`src/rtl/sr_io_pkg.sv`:
```
`default_nettype none
package sr_io_pkg;

	// ----------------------------------------------------------------
	// Register map, byte addresses of 32-bit words
	// ----------------------------------------------------------------
	localparam logic [7:0] CTRL_OFS     = 8'h00; // Start requests.
	localparam logic [7:0] CONFIG_OFS   = 8'h04; // Strobe types per direction.
	localparam logic [7:0] OUT_LEN_OFS  = 8'h08; // Output bit length.
	localparam logic [7:0] IN_LEN_OFS   = 8'h0C; // Input bit length.
	localparam logic [7:0] STATUS_OFS   = 8'h10; // Busy and done flags.
	localparam logic [7:0] DIV_OFS      = 8'h14; // Half period of the shift clock.
	localparam logic [7:0] OUT_DATA_OFS = 8'h40; // Eight words of outgoing bits.
	localparam logic [7:0] IN_DATA_OFS  = 8'h60; // Eight words of received bits.

	// ----------------------------------------------------------------
	// Field positions
	// ----------------------------------------------------------------
	localparam int CTRL_WR_BIT    = 0; // Start an output transfer.
	localparam int CTRL_RD_BIT    = 1; // Start an input transfer.
	localparam int CFG_OUT_BIT    = 0; // Output strobe type.
	localparam int CFG_IN_BIT     = 1; // Input strobe type.
	localparam int ST_BUSY_BIT    = 0; // Transfer running or pending.
	localparam int ST_WR_DONE_BIT = 1; // Output transfer finished, sticky.
	localparam int ST_RD_DONE_BIT = 2; // Input transfer finished, sticky.

	// ----------------------------------------------------------------
	// Sizes, reset values and timing
	// ----------------------------------------------------------------
	localparam int          MAX_BITS      = 256;    // Longest chain per direction.
	localparam int          LEN_W         = 9;      // Holds 1 to 256.
	localparam logic [8:0]  LEN_RESET     = 9'h008; // Length after reset.
	localparam int          CLK_HZ        = 40000000;
	localparam int          SCLK_MIN_HZ   = 150000; // Slowest allowed shift clock.
	// Longest half period, rounded down so the clock never runs slower.
	localparam int          HALF_MAX      = CLK_HZ / (2 * SCLK_MIN_HZ);
	localparam logic [7:0]  DIV_RESET     = 8'(HALF_MAX);

	// Strobe polarity choices; the shift clock rises in both.
	typedef enum logic {
		rising_clock_rising_strobe,
		rising_clock_low_strobe
	} sr_type_t;

endpackage
`default_nettype wire

```
`src/rtl/sr_tick_if.sv`:
```
`timescale 1ns/10ps
`default_nettype none
// Carries the half-period request and its tick between controller and divider.
interface sr_tick_if;
	logic       run;  // Divider counts while high.
	logic [7:0] half; // Clock cycles per half period.
	logic       tick; // One-cycle enable at each half period.

	modport ctl (output run, output half, input tick);
	modport div (input run, input half, output tick);
endinterface
`default_nettype wire

```
`src/rtl/sr_half_div.sv`:
```
`timescale 1ns/10ps
`default_nettype none
// Makes one enable pulse per shift-clock half period.
module sr_half_div (
	// Clock and reset
	input  wire logic clk_i,
	input  wire logic rst_n_i,
	// Tick carrier
	sr_tick_if.div    tk
);

	logic [7:0] cnt_reg; // Cycles seen in this half period.

	// ----------------------------------------------------------------
	// Counter, restarted whenever the controller stops it
	// ----------------------------------------------------------------
	always_ff @(posedge clk_i or negedge rst_n_i) begin
		if (!rst_n_i) begin
			cnt_reg <= 8'h00;
			tk.tick <= 1'b0;
		end else if (!tk.run) begin
			// Preset to one, because the controller only sees the registered tick a cycle
			// late. Starting from zero would stretch the first half period by one cycle and
			// push the slowest shift clock below its floor.
			cnt_reg <= 8'h01;
			tk.tick <= 1'b0;
		end else if (cnt_reg >= tk.half - 8'h01) begin
			cnt_reg <= 8'h00;
			tk.tick <= 1'b1;
		end else begin
			cnt_reg <= cnt_reg + 8'h01;
			tk.tick <= 1'b0;
		end
	end

endmodule
`default_nettype wire

```
`src/rtl/sr_sync2.sv`:
```
`timescale 1ns/10ps
`default_nettype none
// Two-stage synchroniser for a pin level.
module sr_sync2 (
	// Clock and reset
	input  wire logic clk_i,
	input  wire logic rst_n_i,
	// Level in and out
	input  wire logic d_i,
	output logic      q_o
);

	logic meta_reg; // First stage, read by the second stage only.

	// ----------------------------------------------------------------
	// Sampling chain
	// ----------------------------------------------------------------
	always_ff @(posedge clk_i or negedge rst_n_i) begin
		if (!rst_n_i) begin
			meta_reg <= 1'b1;
			q_o      <= 1'b1;
		end else begin
			meta_reg <= d_i;
			q_o      <= meta_reg;
		end
	end

endmodule
`default_nettype wire

```
`src/rtl/shift_register_io_port.sv`:
```
// How it works
// Latch strobe edge moves bits to outputs.
// Serial output sends most significant bit first.
// Received bits assembled most significant first.
// Load strobe captures parallel inputs before shifting.
// One shift clock times both directions.
// Up to 256 bits each way, independently.
// Shift clock never slower than 150 kHz.
// Rising-strobe and low-level-strobe types selectable.
// Type and length per direction, changeable between transfers.
// Exactly configured clock pulses, then one latch.
`timescale 1ns/10ps
`default_nettype none
module shift_register_io_port (
	// Clock and reset
	input  wire logic        clk_i,
	input  wire logic        rst_n_i,
	// Register port
	input  wire logic [7:0]  addr_i,
	input  wire logic [31:0] wdata_i,
	input  wire logic        wr_i,
	input  wire logic        rd_i,
	output logic      [31:0] rdata_o,
	// Shift-register chain pins
	output logic             sclk_o,
	output logic             sdo_o,
	input  wire logic        sdi_i,
	output logic             latch_o,
	output logic             load_o,
	// Status
	output logic             busy_o
);

	// ----------------------------------------------------------------
	// Declarations
	// ----------------------------------------------------------------
	typedef enum logic [2:0] {
		ST_IDLE,
		ST_LOAD,
		ST_LOW,
		ST_HIGH,
		ST_LATCH
	} state_t;

	state_t                     state_reg;     // Transfer sequencer.
	sr_io_pkg::sr_type_t        out_type_reg;  // Output strobe type.
	sr_io_pkg::sr_type_t        in_type_reg;   // Input strobe type.
	logic [sr_io_pkg::LEN_W-1:0] out_len_reg;  // Output bit length.
	logic [sr_io_pkg::LEN_W-1:0] in_len_reg;   // Input bit length.
	logic [7:0]                 div_reg;       // Half period in clock cycles.
	logic                       pend_wr_reg;   // Output transfer requested.
	logic                       pend_rd_reg;   // Input transfer requested.
	logic                       mode_rd_reg;   // Running transfer is an input one.
	logic                       wr_done_reg;   // Sticky output-done flag.
	logic                       rd_done_reg;   // Sticky input-done flag.
	logic [7:0]                 idx_reg;       // Bit position now on the line.
	logic [31:0]                out_mem [0:7]; // Outgoing chain image.
	logic [31:0]                in_mem  [0:7]; // Incoming chain image.
	logic                       sdi_sync;      // Data-in after two flip-flops.
	logic                       busy;          // Any work running or pending.
	logic                       fin_pulse;     // Sequencer finished a transfer.
	logic                       wr_hit;        // Any write accepted while not busy.
	logic [31:0]                rd_word;       // Read mux result.
	logic [sr_io_pkg::LEN_W-1:0] wlen;         // Write data as a length.
	logic                       out_idle;      // Resting level of the latch pin.
	logic                       in_idle;       // Resting level of the load pin.

	sr_tick_if tk ();

	// ----------------------------------------------------------------
	// Helpers
	// ----------------------------------------------------------------
	// A low-level strobe rests high; a rising strobe rests low.
	assign out_idle  = (out_type_reg == sr_io_pkg::rising_clock_low_strobe);
	assign in_idle   = (in_type_reg == sr_io_pkg::rising_clock_low_strobe);
	assign busy      = (state_reg != ST_IDLE) || pend_wr_reg || pend_rd_reg;
	assign wlen      = wdata_i[sr_io_pkg::LEN_W-1:0];
	assign wr_hit    = wr_i && !busy;
	assign fin_pulse = tk.tick && (((state_reg == ST_HIGH) && (idx_reg == 8'h00) && mode_rd_reg)
		|| (state_reg == ST_LATCH));

	// The divider only runs while a transfer is on the wires.
	assign tk.run  = (state_reg != ST_IDLE);
	assign tk.half = div_reg;

	sr_half_div u_div (
		.clk_i   (clk_i),
		.rst_n_i (rst_n_i),
		.tk      (tk)
	);

	// Data-in is a pin, so it is synchronised before anything samples it.
	sr_sync2 u_sync (
		.clk_i   (clk_i),
		.rst_n_i (rst_n_i),
		.d_i     (sdi_i),
		.q_o     (sdi_sync)
	);

	// ----------------------------------------------------------------
	// Configuration registers
	// ----------------------------------------------------------------
	// Writes are ignored while busy so a running chain never sees its
	// length or polarity change under it.
	always_ff @(posedge clk_i or negedge rst_n_i) begin
		if (!rst_n_i) begin
			out_type_reg <= sr_io_pkg::rising_clock_rising_strobe;
			in_type_reg  <= sr_io_pkg::rising_clock_rising_strobe;
			out_len_reg  <= sr_io_pkg::LEN_RESET;
			in_len_reg   <= sr_io_pkg::LEN_RESET;
			div_reg      <= sr_io_pkg::DIV_RESET;
		end else if (wr_hit) begin
			if (addr_i == sr_io_pkg::CONFIG_OFS) begin
				out_type_reg <= sr_io_pkg::sr_type_t'(wdata_i[sr_io_pkg::CFG_OUT_BIT]);
				in_type_reg  <= sr_io_pkg::sr_type_t'(wdata_i[sr_io_pkg::CFG_IN_BIT]);
			end else if (addr_i == sr_io_pkg::OUT_LEN_OFS) begin
				// Lengths outside 1..256 are refused and the old value stays.
				if (wlen != 9'h000 && wlen <= 9'(sr_io_pkg::MAX_BITS)) begin
					out_len_reg <= wlen;
				end
			end else if (addr_i == sr_io_pkg::IN_LEN_OFS) begin
				if (wlen != 9'h000 && wlen <= 9'(sr_io_pkg::MAX_BITS)) begin
					in_len_reg <= wlen;
				end
			end else if (addr_i == sr_io_pkg::DIV_OFS) begin
				// Clamped so the shift clock cannot fall below its floor.
				if (wdata_i[7:0] == 8'h00) begin
					div_reg <= 8'h01;
				end else if (wdata_i[7:0] > sr_io_pkg::DIV_RESET) begin
					div_reg <= sr_io_pkg::DIV_RESET;
				end else begin
					div_reg <= wdata_i[7:0];
				end
			end
		end
	end

	// ----------------------------------------------------------------
	// Outgoing data image
	// ----------------------------------------------------------------
	always_ff @(posedge clk_i or negedge rst_n_i) begin
		if (!rst_n_i) begin
			for (int i = 0; i < 8; i++) begin
				out_mem[i] <= 32'h00000000;
			end
		end else if (wr_hit && addr_i[7:5] == sr_io_pkg::OUT_DATA_OFS[7:5]) begin
			out_mem[addr_i[4:2]] <= wdata_i;
		end
	end

	// ----------------------------------------------------------------
	// Start requests and sticky done flags
	// ----------------------------------------------------------------
	// A done flag is cleared by writing one; a finish in the same cycle wins.
	always_ff @(posedge clk_i or negedge rst_n_i) begin
		if (!rst_n_i) begin
			pend_wr_reg <= 1'b0;
			pend_rd_reg <= 1'b0;
			wr_done_reg <= 1'b0;
			rd_done_reg <= 1'b0;
		end else begin
			if (wr_hit && addr_i == sr_io_pkg::CTRL_OFS) begin
				pend_wr_reg <= wdata_i[sr_io_pkg::CTRL_WR_BIT];
				pend_rd_reg <= wdata_i[sr_io_pkg::CTRL_RD_BIT];
			end else if (state_reg == ST_IDLE && pend_wr_reg) begin
				pend_wr_reg <= 1'b0;
			end else if (state_reg == ST_IDLE && pend_rd_reg) begin
				pend_rd_reg <= 1'b0;
			end
			if (fin_pulse && !mode_rd_reg) begin
				wr_done_reg <= 1'b1;
			end else if (wr_i && addr_i == sr_io_pkg::STATUS_OFS && wdata_i[sr_io_pkg::ST_WR_DONE_BIT]) begin
				wr_done_reg <= 1'b0;
			end
			if (fin_pulse && mode_rd_reg) begin
				rd_done_reg <= 1'b1;
			end else if (wr_i && addr_i == sr_io_pkg::STATUS_OFS && wdata_i[sr_io_pkg::ST_RD_DONE_BIT]) begin
				rd_done_reg <= 1'b0;
			end
		end
	end

	// ----------------------------------------------------------------
	// Transfer sequencer
	// ----------------------------------------------------------------
	// Each state after ST_IDLE lasts one half period. Data changes while the clock is low
	// and the far end shifts on the rising edge. An output transfer runs
	// before an input one when both are asked for at once.
	always_ff @(posedge clk_i or negedge rst_n_i) begin
		if (!rst_n_i) begin
			state_reg   <= ST_IDLE;
			mode_rd_reg <= 1'b0;
			idx_reg     <= 8'h00;
			sclk_o      <= 1'b0;
			sdo_o       <= 1'b0;
			latch_o     <= 1'b0;
			load_o      <= 1'b0;
		end else begin
			case (state_reg)
				ST_IDLE: begin
					sclk_o  <= 1'b0;
					latch_o <= out_idle;
					load_o  <= in_idle;
					if (pend_wr_reg) begin
						mode_rd_reg <= 1'b0;
						idx_reg     <= 8'(out_len_reg - 9'h001);
						// First bit out is the top one of the chain.
						sdo_o       <= out_mem[out_len_reg[7:5] - 3'(out_len_reg[4:0] == 5'h00)]
							[5'(out_len_reg[4:0] - 5'h01)];
						state_reg   <= ST_LOW;
					end else if (pend_rd_reg) begin
						mode_rd_reg <= 1'b1;
						idx_reg     <= 8'(in_len_reg - 9'h001);
						sdo_o       <= 1'b0;
						load_o      <= !in_idle;
						state_reg   <= ST_LOAD;
					end
				end
				ST_LOAD: begin
					if (tk.tick) begin
						// Parallel inputs are captured; release before clocking.
						load_o    <= in_idle;
						state_reg <= ST_LOW;
					end
				end
				ST_LOW: begin
					if (tk.tick) begin
						sclk_o    <= 1'b1;
						state_reg <= ST_HIGH;
					end
				end
				ST_HIGH: begin
					if (tk.tick) begin
						sclk_o <= 1'b0;
						if (idx_reg == 8'h00) begin
							if (mode_rd_reg) begin
								state_reg <= ST_IDLE;
							end else begin
								latch_o   <= !out_idle;
								state_reg <= ST_LATCH;
							end
						end else begin
							idx_reg <= idx_reg - 8'h01;
							if (!mode_rd_reg) begin
								sdo_o <= out_mem[3'((idx_reg - 8'h01) >> 5)][5'(idx_reg - 8'h01)];
							end
							state_reg <= ST_LOW;
						end
					end
				end
				ST_LATCH: begin
					if (tk.tick) begin
						// Return to rest; for a rising strobe the active edge
						// was the one that entered this state.
						latch_o   <= out_idle;
						state_reg <= ST_IDLE;
					end
				end
				default: begin
					state_reg <= ST_IDLE;
				end
			endcase
		end
	end

	// ----------------------------------------------------------------
	// Incoming data image
	// ----------------------------------------------------------------
	// Cleared at the start of an input transfer so bits above the length
	// read as zero. Data-in is sampled just before the rising shift edge.
	always_ff @(posedge clk_i or negedge rst_n_i) begin
		if (!rst_n_i) begin
			for (int i = 0; i < 8; i++) begin
				in_mem[i] <= 32'h00000000;
			end
		end else if (state_reg == ST_IDLE && !pend_wr_reg && pend_rd_reg) begin
			for (int i = 0; i < 8; i++) begin
				in_mem[i] <= 32'h00000000;
			end
		end else if (state_reg == ST_LOW && tk.tick && mode_rd_reg) begin
			in_mem[idx_reg[7:5]][idx_reg[4:0]] <= sdi_sync;
		end
	end

	// ----------------------------------------------------------------
	// Read port
	// ----------------------------------------------------------------
	always_comb begin
		rd_word = 32'h00000000;
		if (addr_i == sr_io_pkg::CONFIG_OFS) begin
			rd_word[sr_io_pkg::CFG_OUT_BIT] = out_type_reg;
			rd_word[sr_io_pkg::CFG_IN_BIT]  = in_type_reg;
		end else if (addr_i == sr_io_pkg::OUT_LEN_OFS) begin
			rd_word[sr_io_pkg::LEN_W-1:0] = out_len_reg;
		end else if (addr_i == sr_io_pkg::IN_LEN_OFS) begin
			rd_word[sr_io_pkg::LEN_W-1:0] = in_len_reg;
		end else if (addr_i == sr_io_pkg::STATUS_OFS) begin
			rd_word[sr_io_pkg::ST_BUSY_BIT]    = busy;
			rd_word[sr_io_pkg::ST_WR_DONE_BIT] = wr_done_reg;
			rd_word[sr_io_pkg::ST_RD_DONE_BIT] = rd_done_reg;
		end else if (addr_i == sr_io_pkg::DIV_OFS) begin
			rd_word[7:0] = div_reg;
		end else if (addr_i[7:5] == sr_io_pkg::OUT_DATA_OFS[7:5]) begin
			rd_word = out_mem[addr_i[4:2]];
		end else if (addr_i[7:5] == sr_io_pkg::IN_DATA_OFS[7:5]) begin
			rd_word = in_mem[addr_i[4:2]];
		end
	end

	// Read data stand for exactly the cycle after the strobe.
	always_ff @(posedge clk_i or negedge rst_n_i) begin
		if (!rst_n_i) begin
			rdata_o <= 32'h00000000;
			busy_o  <= 1'b0;
		end else begin
			rdata_o <= rd_i ? rd_word : 32'h00000000;
			busy_o  <= busy;
		end
	end

endmodule
`default_nettype wire

```
`config.mk`:
```
export PLATFORM = sky130hd
export DESIGN_NAME = shift_register_io_port
export DESIGN_NICKNAME = d
export VERILOG_FILES = /design/src/rtl/sr_io_pkg.sv /design/src/rtl/sr_tick_if.sv /design/src/rtl/sr_half_div.sv /design/src/rtl/sr_sync2.sv /design/src/rtl/shift_register_io_port.sv
export SDC_FILE = /design/constraint.sdc
export NUM_CORES = 1
export LEC_CHECK = 0
export BUFFER_PORTS_ARGS = -buffer_cell sky130_fd_sc_hd__buf_2
export CORE_MARGIN = 5
export CORE_UTILIZATION = 50
export CTS_CLUSTER_SIZE = 14
export DETAILED_ROUTE_END_ITERATION = 10
export PLACE_DENSITY = 0.62
export SLEW_MARGIN = 20
export SYNTH_ARGS = -nofsm -noshare
export SYNTH_HDL_FRONTEND = slang
export SYNTH_HIERARCHICAL = 1
export SYNTH_SLANG_ARGS = --single-unit
```
`constraint.sdc`:
```
create_clock -name clk_i -period 8 [get_ports clk_i]
set_input_delay 1.6 -clock clk_i [delete_from_list [all_inputs] [get_ports clk_i]]
set_output_delay 1.6 -clock clk_i [all_outputs]
set_load 0.1 [all_outputs]
```
# Yosys cells after proc, flatten, opt, wreduce, memory -nomap -nowiden
# Index checks and enable logic that the tools add are counted.
# Widths: inputs -> output; s select.
op_classes:
  add_sub_neg: 7
  div: 0
  reduce_logical: 58
  n_lt_le_gt_ge: 13
  n_mul: 0
  muxes: 93
  bitwise: 7
  n_eq_ne: 20
  n_shift: 0
op_table:
  columns: ["operator", "count"]
  rows:
  - ["$mux 32", 18]
  - ["$bwmux 256", 2]
  - ["$mux 256", 2]
  - ["$bmux 32 s3", 4]
  - ["$demux 32 s3", 2]
  - ["$mux 8", 9]
  - ["$mux 23", 2]
  - ["$sub 8x1->8 const B", 4]
  - ["$mux 1", 30]
  - ["$mux 30", 1]
  - ["$mux 29", 1]
  - ["$mux 3", 9]
  - ["$reduce_and 5->1", 5]
  - ["$logic_not 8->1", 3]
  - ["$mux 24", 1]
  - ["$logic_and 1x1->1", 21]
  - ["$lt 5x6->1 const B", 3]
  - ["$mux 9", 2]
  - ["$eq 8x4->1 const B", 2]
  - ["$eq 8x5->1 const B", 2]
  - ["$ge 4x4->1 const B", 4]
  - ["$not 3->4", 4]
  - ["$pmux 8 s2", 1]
  - ["$reduce_bool 2->1", 8]
  - ["31 further kinds", 58]
totals:
  latch_bits: 0
  memories: 0
  reg_bits: 604
  ram_bits: 0
  rom_bits: 0

# Longest topological paths before layout
depth:
  word_depth: 17
  depth_mapped: 17
  depth_no_buf: 14

# Modules after synthesis
# Netlist, hierarchy kept.
modules_own_cells:
  columns: ["module", "area_each_um2", "n_inst", "seq_area_each_um2", "cells_each"]
  rows:
  - ["shift_register_io_port", 33355.7, 1, 14845.5, 2929]
  - ["sr_half_div", 696.9, 1, 225.2, 70]
  - ["sr_sync2", 52.6, 1, 52.6, 2]

# Worst setup path after synthesis
# No wires, ideal clock.
synth_timing:
  path_kind: "input to register"
  from: "input addr_i[2]"
  to: "register out_mem[137] (netlist bit)"
  slack_ps: 3809
  required_ps: 7875
  setup_time_ps: 125
  arrival_ps: 4067
  cell_stages: 7
  cell_sequence: "clkbuf_1 > clkbuf_1 > clkbuf_1 > nand2_1 > nor2_1 > clkbuf_1 > mux2_2"
synth_via:
  elab_chain_len: 6
synth_lines:
  columns: ["element", "line_no", "text"]
  rows:
  - ["from (decl)", "shift_register_io_port.sv:19", "input wire logic [7:0] addr_i,"]
  - ["$not 3->4 (implied by the code) *", "shift_register_io_port.sv:147", "out_mem[addr_i[4:2]] <= wdata_i;"]
  - ["$ge 4x4->1 (implied by the code) / $lt 4x1->1 (equally long branches)", "shift_register_io_port.sv:147", null]
  - ["$logic_and 1x1->1 (implied by the code)", "shift_register_io_port.sv:147", null]
  - ["$mux 32 (implied by the code)", "shift_register_io_port.sv:147", null]
  - ["$demux 32 s3 *", "shift_register_io_port.sv:147", null]
  - ["$bwmux 256 *", "shift_register_io_port.sv:147", null]
  - ["to (signal, indexed assignment)", "shift_register_io_port.sv:147", null]
  - ["to (decl)", "shift_register_io_port.sv:57", "logic [31:0] out_mem [0:7];"]
# Mark *: on every way between the ends. The rest lies on a longest branch, timed or not.
# A chain may end at the register's enable or synchronous reset.

# Worst setup path after layout
layout_timing:
  from: "register out_len_reg[0] (netlist bit)"
  to: "register sdo_o"
layout_via:
  elab_chain_len: 10
layout_lines:
  columns: ["element", "line_no", "text"]
  rows:
  - ["from (decl)", "shift_register_io_port.sv:48", "logic [sr_io_pkg::LEN_W-1:0] out_len_reg;"]
  - ["from (signal assigned)", "shift_register_io_port.sv:109", "out_len_reg <= sr_io_pkg::LEN_RESET;"]
  - ["from (signal assigned)", "shift_register_io_port.sv:119", "out_len_reg <= wlen;"]
  - ["$logic_not 5->1", "shift_register_io_port.sv:208", "sdo_o <= out_mem[out_len_reg[7:5] - 3'(out_len_reg[4:0] == 5'h00)]"]
  - ["$sub 3x1->3", "shift_register_io_port.sv:208", null]
  - ["$not 3->4", "shift_register_io_port.sv:208", null]
  - ["$bmux 32 s3", "shift_register_io_port.sv:208", null]
  - ["$mux 32 (implied by the code) (2 in a row)", "shift_register_io_port.sv:208", null]
  - ["$bmux 1 s5 *", "shift_register_io_port.sv:208", null]
  - ["$mux 1 (implied by the code) *", "shift_register_io_port.sv:208", null]
  - ["$mux 1 *", "shift_register_io_port.sv:204", "if (pend_wr_reg) begin"]
  - ["$pmux 1 s2 *", "shift_register_io_port.sv:199", "case (state_reg)"]
  - ["to (signal assigned)", "shift_register_io_port.sv:208", null]
  - ["to (signal assigned)", "shift_register_io_port.sv:245", "sdo_o <= out_mem[3'((idx_reg - 8'h01) >> 5)][5'(idx_reg - 8'h01)];"]
  - ["to (decl)", "shift_register_io_port.sv:26", "output logic sdo_o,"]
# Mark *: on every way between the ends. The rest lies on a longest branch, timed or not. The select of a mux whose other input is x is not followed.

==> results_dict.tcl <==
set metrics [dict create \
    finalSetupViolations 0 \
    drc 0 \
    cts_tree "done" \
    postSynthAreaPerCell_um2 11.36 \
    cts_root_buf "clkbuf_16" \
    synth-async-reset-ratio 1.000 \
    rows 95 \
    path_max_fanout 36 \
    crit_buf_inv 2 \
    synth.net_count 3066 \
    ff2ff_path_depth 14 \
    crit_arrival_ps 5750 \
    grt_max_degree 257 \
    final_cell_mix "597 x dfrtp_1, 306 x nand3_1, 301 x o21ai_0" \
    post_cts.resized_instances 0 \
    tightestPinTransition_ps 1186 \
    fill_cells 5664 \
    grt_pass1_vias 26620 \
    max_slew_margin 0.2034 \
    wirelength_um 110800 \
    max-vdd-ir-drop_uv 140.8 \
    fin_crit_sh 0.6565 \
    p_seq_frac 0.470 \
    worst-path-stages 14 \
    dp.cells 3720 \
    hp-class "flip-flop to flip-flop" \
    p_sw_frac 0.2315 \
    clk_latency_ps 620 \
    yosys_warnings 6 \
    clockPowerShare 0.493 \
    vias 27010 \
    numCtsBuffers 70 \
    drive_above_1_share 0.2781 \
    p_leak_nw 15.94 \
    cpPeakStageDelay_ps 840 \
    finalMaxSlewViolations 0 \
    die_w_um 271.2 \
    layout_commonest_cell "dfrtp_1" \
    die_h_um 271.2 \
    holdPathStages 0 \
    routed-wl-met3_um 10640 \
    seq_area_frac_synth 0.4434 \
    p_comb_frac 0.037 \
    drtIter0Drc 3840 \
    cts_setup_buffers 0 \
    dieArea_um2 73530 \
    gp_congestion 0.9210 \
    wl_met1_um 43600 \
    clock_sinks 604 \
    drtAntennaViolNets 0 \
    grt.total_usage 0.2953 \
    start_kind "flip-flop" \
    power_w 0.006520 \
    fmax_mhz 190.4 \
    final_area_um2 37440 \
    rrSetupSlack_ps 2750 \
    wl_per_cell_um 28.75 \
    core-area_um2 67400 \
    reg_top3 "in_mem (256), out_mem (256), rdata_o (32)" \
    place_area_um2 35030 \
    final_cells 3853 \
    dpl.hpwl_um 68650 \
    r2r-end "sdo_o" \
    synth_flop_cell "dfrtp_1" \
    worst_r2r_startpoint "out_len_reg[0]" \
    grt_overflow 0 \
    rsz0062_at_grt "no" \
    path_cells "inv_1, ha_1, nor4b_1, ha_4, ha_2, buf_4, mux4_2, mux4_2, or3b_2, nand4_1, a41oi_1, nand4_1, a222oi_1, o311a_1" \
    fin_nets 2988 \
    worstHoldEndpoint "u_sync/q_o" \
    cts_hold_buf 0 \
    viasPerCell 7.010 \
    cp-end-kind "flip-flop" \
    setup-tns-final_ps 0 \
    maxCapViolCount 0 \
    syn_inst 3001 \
    port_buffers 81 \
    drtPass1Iterations 8 \
    area_growth_pct 9.781 \
    p_switching_w 0.001510 \
    crit_family "adder cells" \
    antenna_found_initial 6 \
    synth_edf_count 0 \
    hold_viol_final 0 \
    topRoutingLayerUsed "met5" \
    cp.required_ps 8500 \
    cts_max_path_buffers 3 \
    initial_core_util 0.5060 \
    fin_skew_ps 20.30 \
    hold_start "u_sync/meta_reg" \
    synth-seq-cells 604 \
    netlist_area_um2 34110 \
    period_minus_slack_ps 5252 \
    path_clk_slew_ps 60 \
    p_per_area_nw_per_um2 174.1 \
    path_class "flip-flop to flip-flop" \
    p_int_w 0.005010 \
    cpMaxStageDelayCell "dfrtp_1" \
    io_pins 82 \
    wl_met2_um 52140 \
    synthDistinctLibCells 78 \
    grt_pass1_wl_um 168500 \
    htreeDepth 3 \
    outcome "completed" \
]
## routing by layer
metal / GRT usage / up-vias
met5: 0 / -
li1: - / 11210
met1: 0.4125 / 13930
met3: 0.06570 / 313
met4: 0.1067 / 4
met2: 0.4603 / 1557
## synthesized netlist by cell type (17+ instances only)
library cell	number	share of area
nand2b_1	35	0.0064
nand2_1	132	0.015
ha_1	20	0.0073
inv_1	21	0.0023
nor2_1	102	0.011
clkbuf_1	206	0.023
nor2b_1	19	0.0035
and3_1	42	0.0077
o21ai_0	301	0.044
nor3_1	27	0.0040
a211oi_1	19	0.0042
buf_2	38	0.0056
mux2i_1	43	0.013
a21oi_1	294	0.043
mux4_2	271	0.18
o22ai_1	22	0.0040
dfrtp_1	597	0.44
mux2_2	276	0.091
buf_1	30	0.0033
nand3_1	306	0.045
a22oi_1	17	0.0037
## how the worst max path moves through the flow
stage	slack, ps	from	to
3_3_place_gp	2890	addr_i[6]	out_mem[114]
2_1_floorplan	3810	addr_i[2]	out_mem[137]
5_1_grt	2610	out_len_reg[0]	sdo_o
4_1_cts	2800	out_len_reg[0]	sdo_o
6_report	2750	out_len_reg[0]	sdo_o
3_5_place_dp	2830	addr_i[6]	out_mem[112]
## layout make-up
type | count | area [um2] | share of cell area
Antenna cell | 3 | 7.507 | 0.0002005
Inverter | 22 | 82.58 | 0.002206
Multi-Input combinational cell | 2093 | 17900 | 0.4780
Clock buffer | 102 | 2024 | 0.05407
Clock inverter | 24 | 252.7 | 0.006750
Sequential cell | 604 | 15130 | 0.4040
Tap cell | 873 | 1092 | 0.02917
Timing Repair Buffer | 132 | 955.9 | 0.02553
## kinds of logic after synthesis
group / Yosys count / share of synthesized area
and+or+nand+nor: 724 / 0.1047
xor gates and xnor gates: 26 / 0.006677
adders and majority gates: 20 / 0.007337
AOI/OAI and AO/OA: 732 / 0.1188
DFF: 604 / 0.4434
buffers and inverters: 304 / 0.03595
muxes: 591 / 0.2830
## power by group through the flow
stage               Sequential (W)  Clock (W)  Combinational [W]
finish                     0.00307    0.00321           0.000240
global route               0.00307    0.00338           0.000262
CTS                        0.00307    0.00326           0.000234
detailed placement         0.00313          0           0.000233
global placement           0.00313          0           0.000231
floorplan                  0.00313          0           0.000105
## stage by stage
stage                     hold slack, ps  setup WS (ps)    util
after floorplan                    345.2           3809       -
after global placement             349.9           2888  0.5198
after detailed placement           350.6           2829  0.5198
after CTS                          362.9           2802  0.5536
after global routing               366.9           2612  0.5554
final                              362.7           2748  0.5555
## worst reg2reg max path: stages, from the launching register on
cell      delay, ps
dfrtp_1         840
inv_1           240
ha_1            290
nor4b_1         170
ha_4            190
ha_2            830
buf_4           640
mux4_2          450
mux4_2          480
or3b_2          440
nand4_1         120
a41oi_1          70
nand4_1         160
a222oi_1         80
o311a_1         140
Note: power is estimated with default switching activity, not from simulation.
